**src/cies_pkg.sv**
```systemverilog
package cies_pkg;
	localparam int NUM_SRC   = 12;
	localparam int SRC_W     = 4;
	localparam int PC_W      = 12;
	localparam int SP_W      = 16;
	localparam int CLK_MHZ   = 100;
	localparam int RESP_CYC  = 4;
	localparam int RET_CYC   = 4;
	localparam int JMP_CYC   = 3;
	localparam int WAKE_CYC  = 4;
	localparam int CNT_W     = 4;
	localparam logic [PC_W-1:0] RESET_VEC = 12'h000;
	localparam logic [PC_W-1:0] VEC_BASE  = 12'h001;
	localparam logic [SP_W-1:0] SP_RESET  = 16'h0000;
	localparam logic [SP_W-1:0] SP_STEP   = 16'h0001;
	localparam logic [CNT_W-1:0] CNT_ZERO = 4'h0;
	localparam logic [CNT_W-1:0] CNT_ONE  = 4'h1;
	localparam logic [CNT_W-1:0] CNT_RESP = 4'h4;
	localparam logic [CNT_W-1:0] CNT_RET  = 4'h4;
	localparam logic [CNT_W-1:0] CNT_JMP  = 4'h3;
	localparam logic [CNT_W-1:0] CNT_WAKE = 4'h4;
	typedef enum logic [2:0] {CIES_RUN, CIES_WAKE, CIES_PUSH, CIES_JUMP, CIES_POP} cies_state_t;
endpackage : cies_pkg

```
**src/cies_prio.sv**
```systemverilog
`timescale 1ns/1ns
module cies_prio (
	// requests
	input  wire logic [cies_pkg::NUM_SRC-1:0] req,
	// result
	output logic                              found,
	output logic [cies_pkg::SRC_W-1:0]        idx
);
	import cies_pkg::*;
	// lowest index means lowest vector address, so it wins
	always_comb begin
		found = 1'b0;
		idx   = '0;
		for (int i = NUM_SRC - 1; i >= 0; i--) begin
			if (req[i]) begin
				found = 1'b1;
				idx   = SRC_W'(i);
			end
		end
	end
endmodule : cies_prio

```
**src/cies_seq.sv**
```systemverilog
`timescale 1ns/1ns
module cies_seq (
	// clock and reset; mclk is the undivided core_clock
	input  wire logic                           mclk,
	input  wire logic                           reset_n,
	// sources
	input  wire logic [cies_pkg::NUM_SRC-1:0]   src_event,
	input  wire logic [cies_pkg::NUM_SRC-1:0]   src_level,
	input  wire logic [cies_pkg::NUM_SRC-1:0]   src_is_level,
	input  wire logic [cies_pkg::NUM_SRC-1:0]   src_enable,
	input  wire logic [cies_pkg::NUM_SRC-1:0]   flag_clear_wr,
	// pipeline
	input  wire logic                           instr_done,
	input  wire logic                           sei_exec,
	input  wire logic                           cli_exec,
	input  wire logic                           return_from_irq_instr,
	input  wire logic                           sleeping,
	input  wire logic                           startup_done,
	input  wire logic [cies_pkg::PC_W-1:0]      program_counter,
	input  wire logic [cies_pkg::SP_W-1:0]      sp_in,
	input  wire logic                           sp_load,
	input  wire logic [7:0]                     pop_data,
	// outputs
	output logic                                global_enable,
	output logic [cies_pkg::NUM_SRC-1:0]        flags,
	output logic                                core_stall,
	output logic                                pc_load,
	output logic [cies_pkg::PC_W-1:0]           pc_value,
	output logic [cies_pkg::SP_W-1:0]           stack_pointer,
	output logic                                mem_write,
	output logic                                mem_read,
	output logic [cies_pkg::SP_W-1:0]           mem_addr,
	output logic [7:0]                          mem_wdata,
	output logic                                irq_ack,
	output logic [cies_pkg::SRC_W-1:0]          irq_src,
	output logic                                status_save
);
	import cies_pkg::*;

	////////////////////////////////////////////////////////////////////////////
	logic [NUM_SRC-1:0] ev_s1, ev_s2, ev_d, lv_s1, lv_s2;
	logic [NUM_SRC-1:0] pending, next_flags, clr_hw;
	logic [NUM_SRC-1:0] ev_rise;
	logic               found, hold_one, take;
	logic               pop_last, push_last;
	logic [SRC_W-1:0]   win;
	logic [CNT_W-1:0]   cnt;
	logic [PC_W-1:0]    saved_pc;
	logic [7:0]         pop_hi;
	cies_state_t        state;

	// true on the last counted cycle of the given sequencer phase
	function automatic logic last_step(input cies_state_t st, input cies_state_t phase,
	                                   input logic [CNT_W-1:0] c);
		return (st == phase) && (c == CNT_ONE);
	endfunction : last_step

	assign pop_last  = last_step(state, CIES_POP, cnt);
	assign push_last = last_step(state, CIES_PUSH, cnt);

	// pins pass two flops before use
	always_ff @(posedge mclk or negedge reset_n) begin
		if (!reset_n) begin
			ev_s1 <= '0;
			ev_s2 <= '0;
			ev_d  <= '0;
			lv_s1 <= '0;
			lv_s2 <= '0;
		end else begin
			ev_s1 <= src_event;
			ev_s2 <= ev_s1;
			ev_d  <= ev_s2;
			lv_s1 <= src_level;
			lv_s2 <= lv_s1;
		end
	end

	////////////////////////////////////////////////////////////////////////////
	// only flag-type sources latch an edge; level types are read as they stand
	assign ev_rise = ev_s2 & ~ev_d & ~src_is_level;

	// flags: set wins over both clears so no event is lost
	always_comb begin
		for (int i = 0; i < NUM_SRC; i++) begin
			next_flags[i] = flags[i];
			if (flag_clear_wr[i])
				next_flags[i] = 1'b0;
			if (clr_hw[i])
				next_flags[i] = 1'b0;
			if (ev_rise[i])
				next_flags[i] = 1'b1;
		end
	end

	always_ff @(posedge mclk or negedge reset_n) begin
		if (!reset_n)
			flags <= '0;
		else
			flags <= next_flags;
	end

	// level sources request only while active
	always_comb begin
		for (int i = 0; i < NUM_SRC; i++)
			pending[i] = src_enable[i] & (src_is_level[i] ? lv_s2[i] : flags[i]);
	end

	cies_prio u_prio (
		.req   (pending),
		.found (found),
		.idx   (win)
	);

	assign take = (state == CIES_RUN) && found && global_enable && !cli_exec
	              && !hold_one && instr_done;

	always_comb begin
		clr_hw = '0;
		if (take && !src_is_level[win])
			clr_hw[win] = 1'b1;
	end

	////////////////////////////////////////////////////////////////////////////
	// one instruction passes after return or enable
	always_ff @(posedge mclk or negedge reset_n) begin
		if (!reset_n)
			hold_one <= 1'b0;
		else if (pop_last || sei_exec)
			hold_one <= 1'b1;
		else if (instr_done && state == CIES_RUN)
			hold_one <= 1'b0;
	end

	// global enable
	always_ff @(posedge mclk or negedge reset_n) begin
		if (!reset_n)
			global_enable <= 1'b0;
		else if (take || cli_exec)
			global_enable <= 1'b0;
		else if (pop_last)
			global_enable <= 1'b1;
		else if (sei_exec)
			global_enable <= 1'b1;
	end

	////////////////////////////////////////////////////////////////////////////
	// sequencer
	always_ff @(posedge mclk or negedge reset_n) begin
		if (!reset_n) begin
			state      <= CIES_RUN;
			cnt        <= CNT_ZERO;
			saved_pc   <= RESET_VEC;
			pop_hi     <= 8'h00;
			irq_src    <= '0;
		end else begin
			case (state)
				CIES_RUN: begin
					if (take) begin
						saved_pc <= program_counter;
						irq_src  <= win;
						cnt      <= sleeping ? CNT_WAKE : CNT_RESP;
						state    <= sleeping ? CIES_WAKE : CIES_PUSH;
					end else if (return_from_irq_instr) begin
						cnt   <= CNT_RET;
						state <= CIES_POP;
					end
				end
				CIES_WAKE: begin
					if (startup_done) begin
						if (cnt == CNT_ONE) begin
							cnt   <= CNT_RESP;
							state <= CIES_PUSH;
						end else
							cnt <= cnt - CNT_ONE;
					end
				end
				CIES_PUSH: begin
					if (cnt == CNT_ONE) begin
						cnt   <= CNT_JMP;
						state <= CIES_JUMP;
					end else
						cnt <= cnt - CNT_ONE;
				end
				CIES_JUMP: begin
					if (cnt == CNT_ONE)
						state <= CIES_RUN;
					else
						cnt <= cnt - CNT_ONE;
				end
				CIES_POP: begin
					// read data trails its strobe by a cycle; the high byte sits lower
					if (cnt == CNT_RET - CNT_ONE - CNT_ONE)
						pop_hi <= pop_data;
					if (cnt == CNT_ONE)
						state <= CIES_RUN;
					else
						cnt <= cnt - CNT_ONE;
				end
				default: state <= CIES_RUN;
			endcase
		end
	end

	////////////////////////////////////////////////////////////////////////////
	// stack and memory strobes
	always_ff @(posedge mclk or negedge reset_n) begin
		if (!reset_n) begin
			stack_pointer <= SP_RESET;
			mem_write     <= 1'b0;
			mem_read      <= 1'b0;
			mem_addr      <= SP_RESET;
			mem_wdata     <= 8'h00;
		end else begin
			mem_write <= 1'b0;
			mem_read  <= 1'b0;
			if (sp_load)
				stack_pointer <= sp_in;
			// push low then high byte, one decrement each
			else if (state == CIES_PUSH && (cnt == CNT_RESP || cnt == CNT_RESP - CNT_ONE)) begin
				mem_write     <= 1'b1;
				mem_addr      <= stack_pointer;
				mem_wdata     <= (cnt == CNT_RESP) ? saved_pc[7:0] :
				                 8'(saved_pc[PC_W-1:8]);
				stack_pointer <= stack_pointer - SP_STEP;
			end
			// pop high then low, plus two
			else if (state == CIES_POP && (cnt == CNT_RET || cnt == CNT_RET - CNT_ONE)) begin
				mem_read      <= 1'b1;
				mem_addr      <= stack_pointer + SP_STEP;
				stack_pointer <= stack_pointer + SP_STEP;
			end
		end
	end

	// acknowledge and stall
	always_ff @(posedge mclk or negedge reset_n) begin
		if (!reset_n) begin
			irq_ack     <= 1'b0;
			core_stall  <= 1'b0;
			status_save <= 1'b0;
		end else begin
			irq_ack     <= take;
			// status flags never saved by hardware
			status_save <= 1'b0;
			core_stall  <= (state != CIES_RUN) || take || return_from_irq_instr;
		end
	end

	// pc redirect: vector after the push, popped return address after the pop
	always_ff @(posedge mclk or negedge reset_n) begin
		if (!reset_n) begin
			pc_load  <= 1'b0;
			pc_value <= RESET_VEC;
		end else begin
			pc_load <= 1'b0;
			if (push_last) begin
				pc_load  <= 1'b1;
				pc_value <= VEC_BASE + PC_W'(irq_src);
			end else if (pop_last) begin
				pc_load  <= 1'b1;
				pc_value <= PC_W'({pop_hi, pop_data});
			end
		end
	end
endmodule : cies_seq

```
**config.mk**
```make
export PLATFORM = sky130hd
export DESIGN_NAME = cies_seq
export DESIGN_NICKNAME = d
export VERILOG_FILES = /design/src/cies_pkg.sv /design/src/cies_prio.sv /design/src/cies_seq.sv
export SDC_FILE = /design/constraint.sdc
export NUM_CORES = 1
export LEC_CHECK = 0
export BUFFER_PORTS_ARGS = -buffer_cell sky130_fd_sc_hd__buf_4
export CORE_ASPECT_RATIO = 1.1
export CORE_MARGIN = 2
export CORE_UTILIZATION = 38
export DETAILED_ROUTE_END_ITERATION = 12
export SLEW_MARGIN = 20
export SYNTH_ARGS = -nofsm -noshare
export SYNTH_HDL_FRONTEND = slang
export SYNTH_SLANG_ARGS = --single-unit
```
**constraint.sdc**
```tcl
create_clock -name mclk -period 2.9 [get_ports mclk]
set_input_delay 0.58 -clock mclk [delete_from_list [all_inputs] [get_ports mclk]]
set_output_delay 0.58 -clock mclk [all_outputs]
set_load 0.03 [all_outputs]
```
* Yosys cells after proc, flatten, opt, wreduce, memory -nomap -nowiden
Index checks and enable logic that the tools add are counted.
** Storage, ports and cells
- Bits in registers :: 158
- Bits in latches :: 0
- Memory bits (writable) :: 0
- Bits in read-only memories :: 0
- Bits of input ports :: 105
- Output and inout port bits :: 75
- Logic and storage cells :: 228
- Memories kept :: 0
** Operators by class
- Add/sub/neg operators :: 4
- Multipliers :: 0
- Div/mod/pow operators :: 0
- $lt $le $gt $ge :: 2
- Eq/ne operators :: 14
- Shift-type cells :: 0
- Mux-type cells :: 111
- Bitwise gates (word level) :: 17
- Reduce and logical (&&, ||, !) cells :: 47
** Operator list (number)
- two-way mux 1 bit :: 74
- two-way mux 4 bit :: 18
- two-way mux 16 bit :: 4
- nonzero test 3 bit :: 15
- two-way mux 12 bit :: 3
- AND 12 bit :: 2
- NOT 12 bit :: 2
- two-way mux 3 bit :: 6
- adder 16 x 1 -> 16 bit (second input constant) :: 1
- one-hot mux 4 bit (4 select lines) :: 1
- subtractor 16 x 1 -> 16 bit (second input constant) :: 1
- AND 1 bit :: 12
- logical AND 1 bit :: 12
- one-hot mux 3 bit (4 select lines) :: 1
- equality test 4 x 2 -> 1 bit (second input constant) :: 2
- two-way mux 8 bit :: 1
- inequality test 2 bit (second input constant) :: 4
- AND reduction 2 bit :: 4
- equality test 3 x 2 -> 1 bit (second input constant) :: 2
- nonzero test 2 bit :: 3
- adder 1 x 4 -> 5 bit (first input constant) :: 1
- logical OR 1 bit :: 5
- less-than comparator 4 x 5 -> 1 bit (second input constant) :: 1
- AND reduction 5 bit :: 1
- 17 further kinds :: 19

* Depth between registers and ports, before layout
Gate-level depths: netlist of the first run.
- Word-level depth :: 23
- Mapped depth :: 10
- Mapped depth without buffers :: 9

* By module
Synthesis of the first run repeated with hierarchy kept, for this count alone.
** Unflattened totals
- Cells, all modules :: 695
- Area, all modules :: 7135.6 µm²
** By module, submodules not included
- cies_seq :: times used 1, cells each 673, area each 7006.7 µm², sequential area each 3953.8 µm²
- cies_prio :: times used 1, cells each 22, area each 128.9 µm², sequential area each 0.0 µm²

* Worst setup path after synthesis of the first run
Ideal clock, no wire load.
- Kind :: reg-to-reg
- From :: reg stack_pointer[4] in the netlist's numbering
- To :: reg stack_pointer[15] in the netlist's numbering
- Setup time :: 125 ps
- Data arrival time :: 2836 ps
- Data required time :: 2775 ps
- Path slack :: -61 ps
- Cell stages (with the launch flop) :: 9
- Buffers on the path :: 1
- Period minus slack after synthesis :: 2961 ps
- Cells stage by stage :: dfrtp_1 -> buf_6 -> or4_4 -> or4b_4 -> or4_4 -> nor4_2 -> o21ai_1 -> xnor2_1 -> mux2_2
** On the way
- Cells in the longest elaborated chain, start to end :: 4
- Elaborated cells between the ends (all ways) :: 5
- Those cells by class :: add/sub (2); mux (3)
** RTL lines
- start, declared :: line cies_seq.sv:29 : output logic [cies_pkg::SP_W-1:0] stack_pointer,
- start signal, assigned :: line cies_seq.sv:217 : stack_pointer <= sp_in;
- start signal, assigned :: line cies_seq.sv:224 : stack_pointer <= stack_pointer - SP_STEP;
- start signal, assigned :: line cies_seq.sv:230 : stack_pointer <= stack_pointer + SP_STEP;
- adder 16 x 1 -> 16 bit :: line cies_seq.sv:230
- two-way mux 16 bit :: line cies_seq.sv:227 : else if (state == CIES_POP && (cnt == CNT_RET || cnt == CNT_RET - CNT_ONE)) begin
- two-way mux 16 bit (*) :: line cies_seq.sv:219 : else if (state == CIES_PUSH && (cnt == CNT_RESP || cnt == CNT_RESP - CNT_ONE)) begin
- two-way mux 16 bit (*) :: line cies_seq.sv:216 : if (sp_load)
Every way passes the cells marked *; elsewhere a longest branch is shown, timed or not. The select of a mux whose other input is x is not followed.
A chain may end at the register's enable or synchronous reset.

* Worst setup path in the final report of the first run
- From :: reg stack_pointer[4] in the netlist's numbering
- To :: reg stack_pointer[14] in the netlist's numbering
Same word-level chain as after synthesis.

==> flow_metrics.py, run 1 <==
metrics = {
    "drt": {
        "drc": 0,
        "drt_iter0_markers": 324,
        "viasPerCell": 5.010,
        "drt.antenna.violating_nets": 0,
        "dr.pass1.iters": 4,
        "vias": 5676,
        "routed_wl_mm": 17.60,
        "wl_per_cell_um": 15.53,
    },
    "synthesis": {
        "synth_area_leaders": "dfrtp_1, nand2_1, mux2_2",
        "yosysSeqAreaShare_pct": 56.51,
        "yosys_warnings": 0,
        "synth_edf_count": 0,
        "syn_nets": 792,
        "synth_top_cell_area_share_pct": 56.51,
        "synth_cell_types": 60,
        "syn-instance-count": 680,
        "syn_avg_cell_area_um2": 10.29,
        "synth_top_area_cell": "dfrtp_1",
        "async_flop_share_pct": 100.0,
        "synth-main-ff-cell": "dfrtp_1",
        "ys_ff_latch": 158,
        "synth_area_mm2": 0.006997,
    },
    "place": {
        "place_ws_ns": 0.08787,
        "placed_area_mm2": 0.008795,
        "routabilityCongestion": 0.8478,
        "port_buffers": 178,
        "dp_hpwl_mm": 13.18,
    },
    "worst_setup_path": {
        "path_depth": 7,
        "crit_required_ns": 3.21,
        "crit_start": "stack_pointer[4]",
        "critPathCapture": "stack_pointer[14]",
        "path_class": "reg -> reg",
        "worst_setup_path_start_kind": "flop",
        "critPathArrivalTime_ns": 3.05,
        "cp_cell_sequence": "or4_4 -> or4b_4 -> or4_4 -> nor3_1 -> o21ai_0 -> xnor2_1 -> mux2_2",
        "endpoint_kind": "flop",
        "critPathBufInv": 0,
        "crit_top_cell": "or4_4",
        "reg2reg_depth": 7,
        "slowest_stage": "or4_4",
        "slowest_delay_ns": 0.56,
        "crit_family": "simple AND/OR/NAND/NOR gates",
        "crit_fanout": 5,
        "rrSetupSlack_ns": 0.15,
        "r2r_end": "stack_pointer[14]",
        "reg2reg_from": "stack_pointer[4]",
    },
    "floorplan": {
        "dieArea_mm2": 0.01951,
        "rows": 52,
        "core_area_mm2": 0.01822,
        "die_x_um": 133.4,
        "io_pins": 180,
        "start_util_pct": 38.41,
        "chipHeight_um": 146.3,
    },
    "clock_network": {
        "clk_pin_slew_ns": 0.06,
        "clkLatencyLatePin_ns": 0.42,
        "post_cts_buffers": 0,
        "cts_buffers": 17,
        "cts-hold-fix-buffers": 0,
        "clkSinkCount": 158,
        "cts.path.max_buffers": 2,
        "htree_levels": 4,
        "ctsResizeCount": 0,
        "cts-root-buf": "clkbuf_16",
        "cts_tree": "done",
    },
    "timing": {
        "rsz0062_at_grt": "no",
        "worst_slack_ns": 0.1547,
        "hold_viol": 0,
        "setup_viol": 0,
        "period_minus_slack_ns": 2.745,
        "fin_worst_skew_ns": 0.01399,
        "finalCritPeriodShare_pct": 94.67,
        "worstMarginPinSlew_ns": 0.6413,
        "worst_hold_slack_ns": 0.1615,
        "final_max_slew_viol_count": 0,
        "fmax_mhz": 364.3,
        "maxSlewHeadroom_pct": 57.25,
    },
    "cells_and_area": {
        "final.fill_count": 1694,
        "nets": 991,
        "layout-drive-gt1-share_pct": 31.24,
        "final_area_mm2": 0.009410,
        "antenna_cells": 0,
        "finalCoreUtilization_pct": 51.66,
        "area_growth_pct": 34.50,
    },
    "min_path": {
        "holdCritPathClass": "in -> async",
    },
    "pwr": {
        "p_seq_share_pct": 37.8,
        "power_switching_mw": 2.689,
        "ir_drop_uv": 460.9,
        "power.internal_mw": 5.084,
        "p_leak_nw": 4.446,
        "clkPwrFrac_pct": 30.1,
        "finalPower_mw": 7.774,
        "swShare_pct": 34.60,
        "combPwrFrac_pct": 32.2,
        "power_density_mw_per_mm2": 826.1,
    },
    "run_status": {
        "status": "complete, no violations",
    },
    "grt": {
        "grt_pass1_vias": 5707,
        "grt.overflow.total": 0,
        "grt_use_total_pct": 18.56,
        "grt_max_degree": 69,
        "grt_pass1_wl_mm": 28.75,
        "antenna_found_initial": 0,
    },
    "flow_run": {
        "cap_violations": 0,
    },
}
-- synthesized netlist by cell type (3+ instances only) --
master,count
dfrtp_1,158
a211oi_1,3
nand2b_1,7
and3_1,8
nor3b_1,6
o211ai_1,5
and4_1,3
xor2_1,9
o32ai_1,3
mux2_2,26
nand3_1,19
nor3_1,12
nor4_1,6
a2bb2oi_1,4
nand2_1,110
a31oi_1,5
a22oi_1,8
o21ai_0,36
clkbuf_1,24
a21oi_1,49
ha_1,7
nand4_1,4
and2_1,6
mux2i_1,8
nor2_1,54
o22ai_1,4
o21bai_1,3
or3_1,4
xnor2_1,24
inv_1,22
a22o_1,5
-- registers in the layout, summed over array words and instances, names as in the netlist, 3 cells and up --
signal and cells:
cnt 4, mem_wdata 8, state 3, pc_value 12
irq_src 4, ev_d 12, flags 12, mem_addr 16
saved_pc 12, lv_s2 12, stack_pointer 16, pop_hi 4
ev_s1 12, ev_s2 12, lv_s1 12
-- layer usage --
layer	up-vias	global-route usage, %	routed length (um)
met4	0	6.489	353
li1	2760	-	-
met1	2724	24.34	7863
met5	-	0	0
met3	23	4.271	837
met2	169	30.31	8540
-- cell type report --
class                      count  area [um^2]  area share [%]
multi-input combinational    471         2854           30.33
inverter                      22        82.58          0.8775
tap                          243        304.0           3.231
clock inverter                13        190.2           2.021
timing repair buffer         209         1598           16.98
sequential                   158         3956           42.04
clock buffer                  17        425.4           4.521
-- through the flow --
step	cells	setup TNS [ns]
global route	1133	0
finish	1133	0
floorplan	680	-0.003092
CTS	1133	0
detailed placement	1103	0
global placement	1103	0
-- worst reg2reg max path, stage by stage (launching register included) --
cell	delay (ns)
dfrtp_2	0.39
or4_4	0.56
or4b_4	0.52
or4_4	0.45
nor3_1	0.19
o21ai_0	0.12
xnor2_1	0.16
mux2_2	0.26
-- how the worst min path moves through the flow --
stage	end
floorplan	cnt[0]
global placement	lv_s2[11]
detailed placement	lv_s2[1]
CTS	mem_addr[15]
global route	mem_addr[15]
finish	mem_addr[15]
-- cell families (layout without fill, tap and decap cells) --
family | after synthesis | after routing | share of synthesized area (%)
fa+ha+maj | 8 | 8 | 1.395
compound gates | 146 | 146 | 13.13
simple gates | 249 | 249 | 16.51
flops | 158 | 158 | 56.51
other cells | 1 | 1 | 0.05360
buf+inv | 51 | 261 | 2.951
mux | 34 | 34 | 5.329
xor+xnor | 33 | 33 | 4.131
-- power groups by stage --
stage / registers (mW) / logic (mW) / clock network [mW]
after floorplan: 3.44 / 1.06 / 0
after global placement: 2.97 / 2.49 / 0
after detailed placement: 2.98 / 2.51 / 0
after CTS: 2.94 / 2.52 / 2.40
after global routing: 3.00 / 2.73 / 2.49
final: 2.94 / 2.50 / 2.34
-- layout by cell type, fill, tap and decap left out, types with 5 or more instances in the layout --
master / n
buf_4: 206
xor2_1: 9
a22o_1: 5
nor3_1: 12
nor4_1: 6
and3_1: 8
a31oi_1: 5
ha_1: 7
a22oi_1: 8
mux2_2: 26
inv_1: 22
nand2b_1: 7
nand3_1: 19
clkbuf_16: 17
nor2_1: 54
and2_1: 6
nand2_1: 110
dfrtp_1: 156
xnor2_1: 24
o211ai_1: 5
nor3b_1: 6
a21oi_1: 49
o21ai_0: 36
mux2i_1: 8
(Power assumes the default switching activity.)
==> inputs of run 2 (changes only) <==
- CORE_MARGIN: 2 -> unset
==> flow_metrics.py, run 2 (synthesis results as in run 1) <==
metrics = {
    "timing": {
        "fmax_mhz": 355.5,
        "worstMarginPinSlew_ns": 0.6846,
        "maxSlewHeadroom_pct": 53.78,
        "period_minus_slack_ns": 2.813,
        "finalCritPeriodShare_pct": 97.00,
        "setup_viol": 0,
        "hold_viol": 0,
        "rsz0062_at_grt": "no",
        "worst_slack_ns": 0.08697,
        "fin_worst_skew_ns": 0.009894,
        "final_max_slew_viol_count": 0,
    },
    "worst_setup_path": {
        "critPathArrivalTime_ns": 3.12,
        "endpoint_kind": "flop",
        "crit_required_ns": 3.21,
        "worst_setup_path_start_kind": "flop",
        "crit_fanout": 5,
        "path_class": "reg -> reg",
    },
    "clock_network": {
        "cts-root-buf": "clkbuf_16",
        "cts-hold-fix-buffers": 0,
        "cts_buffers": 17,
        "htree_levels": 4,
        "ctsResizeCount": 0,
        "cts.path.max_buffers": 2,
        "clkSinkCount": 158,
        "clkLatencyLatePin_ns": 0.43,
        "post_cts_buffers": 0,
        "cts_tree": "done",
        "clk_pin_slew_ns": 0.07,
    },
    "cells_and_area": {
        "reg_top3": "mem_addr (16), stack_pointer (16)",
        "final.fill_count": 1641,
        "final_cell_mix": "buf_4, dfrtp_1, nand2_1",
        "multi_input_area_mm2": 0.002854,
        "final_common_cell": "buf_4",
        "area_growth_pct": 33.85,
        "finalCoreUtilization_pct": 52.42,
        "nets": 989,
        "layout-drive-gt1-share_pct": 31.05,
        "regArea_mm2": 0.003956,
        "antenna_cells": 0,
    },
    "floorplan": {
        "chipHeight_um": 144.3,
        "io_pins": 180,
        "die_x_um": 131.4,
        "start_util_pct": 39.16,
        "rows": 51,
        "core_area_mm2": 0.01787,
        "dieArea_mm2": 0.01896,
    },
    "grt": {
        "grt_max_degree": 66,
        "antenna_found_initial": 0,
        "grt_pass1_wl_mm": 28.60,
        "grt_use_total_pct": 19.46,
        "grt.overflow.total": 0,
        "grt_pass1_vias": 5743,
    },
    "drt": {
        "viasPerCell": 5.119,
        "dr.pass1.iters": 4,
        "routed_wl_mm": 17.84,
        "wl_per_cell_um": 15.83,
        "drt.antenna.violating_nets": 0,
        "drt_iter0_markers": 325,
        "drc": 0,
        "vias": 5769,
    },
    "place": {
        "port_buffers": 178,
        "dp_hpwl_mm": 13.29,
        "place_ws_ns": 0.06353,
        "routabilityCongestion": 0.8466,
    },
    "pwr": {
        "p_leak_nw": 4.418,
        "finalPower_mw": 7.734,
        "ir_drop_uv": 521.9,
        "power_density_mw_per_mm2": 825.8,
    },
    "min_path": {
        "holdCritPathClass": "in -> async",
    },
    "run_status": {
        "status": "complete, no violations",
    },
    "flow_run": {
        "cap_violations": 0,
    },
}
## run 2: final timing paths
path                             startpoint                 to  slack [ns]  cells after the start
hold reg to reg                    ev_s1[3]           ev_s2[3]        0.35                      0
setup reg to reg           stack_pointer[4]  stack_pointer[14]        0.09                      7
max in group asynchronous           reset_n       mem_wdata[1]        1.82                      2
min in group mclk              src_event[4]           ev_s1[4]        0.25                      1
setup / recovery           stack_pointer[4]  stack_pointer[14]        0.09                      7
hold / removal                      reset_n       mem_addr[12]        0.08                      1
## run 2: cell type report
type | instances | share of cell area [%]
well taps | 238 | 3.180
clock buffers | 19 | 4.729
multi-input cells | 471 | 30.47
inverters | 22 | 0.8818
clock inverters | 12 | 1.723
flip-flops and latches | 158 | 42.24
repair buffers | 207 | 16.77
## run 2: critical path: stages (launching register included)
cell and delay, ns:
dfrtp_2 0.40, or4_4 0.57, or4b_4 0.53, or4_4 0.45, nor3_1 0.17, o21ai_0 0.13, xnor2_1 0.17, mux2_2 0.27
## run 2: metal layers
layer	global-route usage [%]	wire length, um	vias up
li1	-	-	2755
met1	23.75	7690	2777
met2	33.37	8851	211
met3	4.522	965	26
met4	8.078	332	0
met5	0	0	-
## run 2: power by group
part / switching [mW] / total [mW] / internal, mW
clock: 0.908 / 2.29 / 1.38
sequential: 0.311 / 2.94 / 2.63
combinational: 1.50 / 2.50 / 1.01
## run 2: stage by stage
step	instance area, um^2	hold WS, ns	cells	setup TNS (ns)
global route	9365	0.1179	1127	0
detailed placement	8761	0.3355	1096	0
finish	9365	0.08475	1127	0
floorplan	6999	0.2844	680	-0.003092
CTS	9365	0.1050	1127	0
global placement	8761	0.3323	1096	0
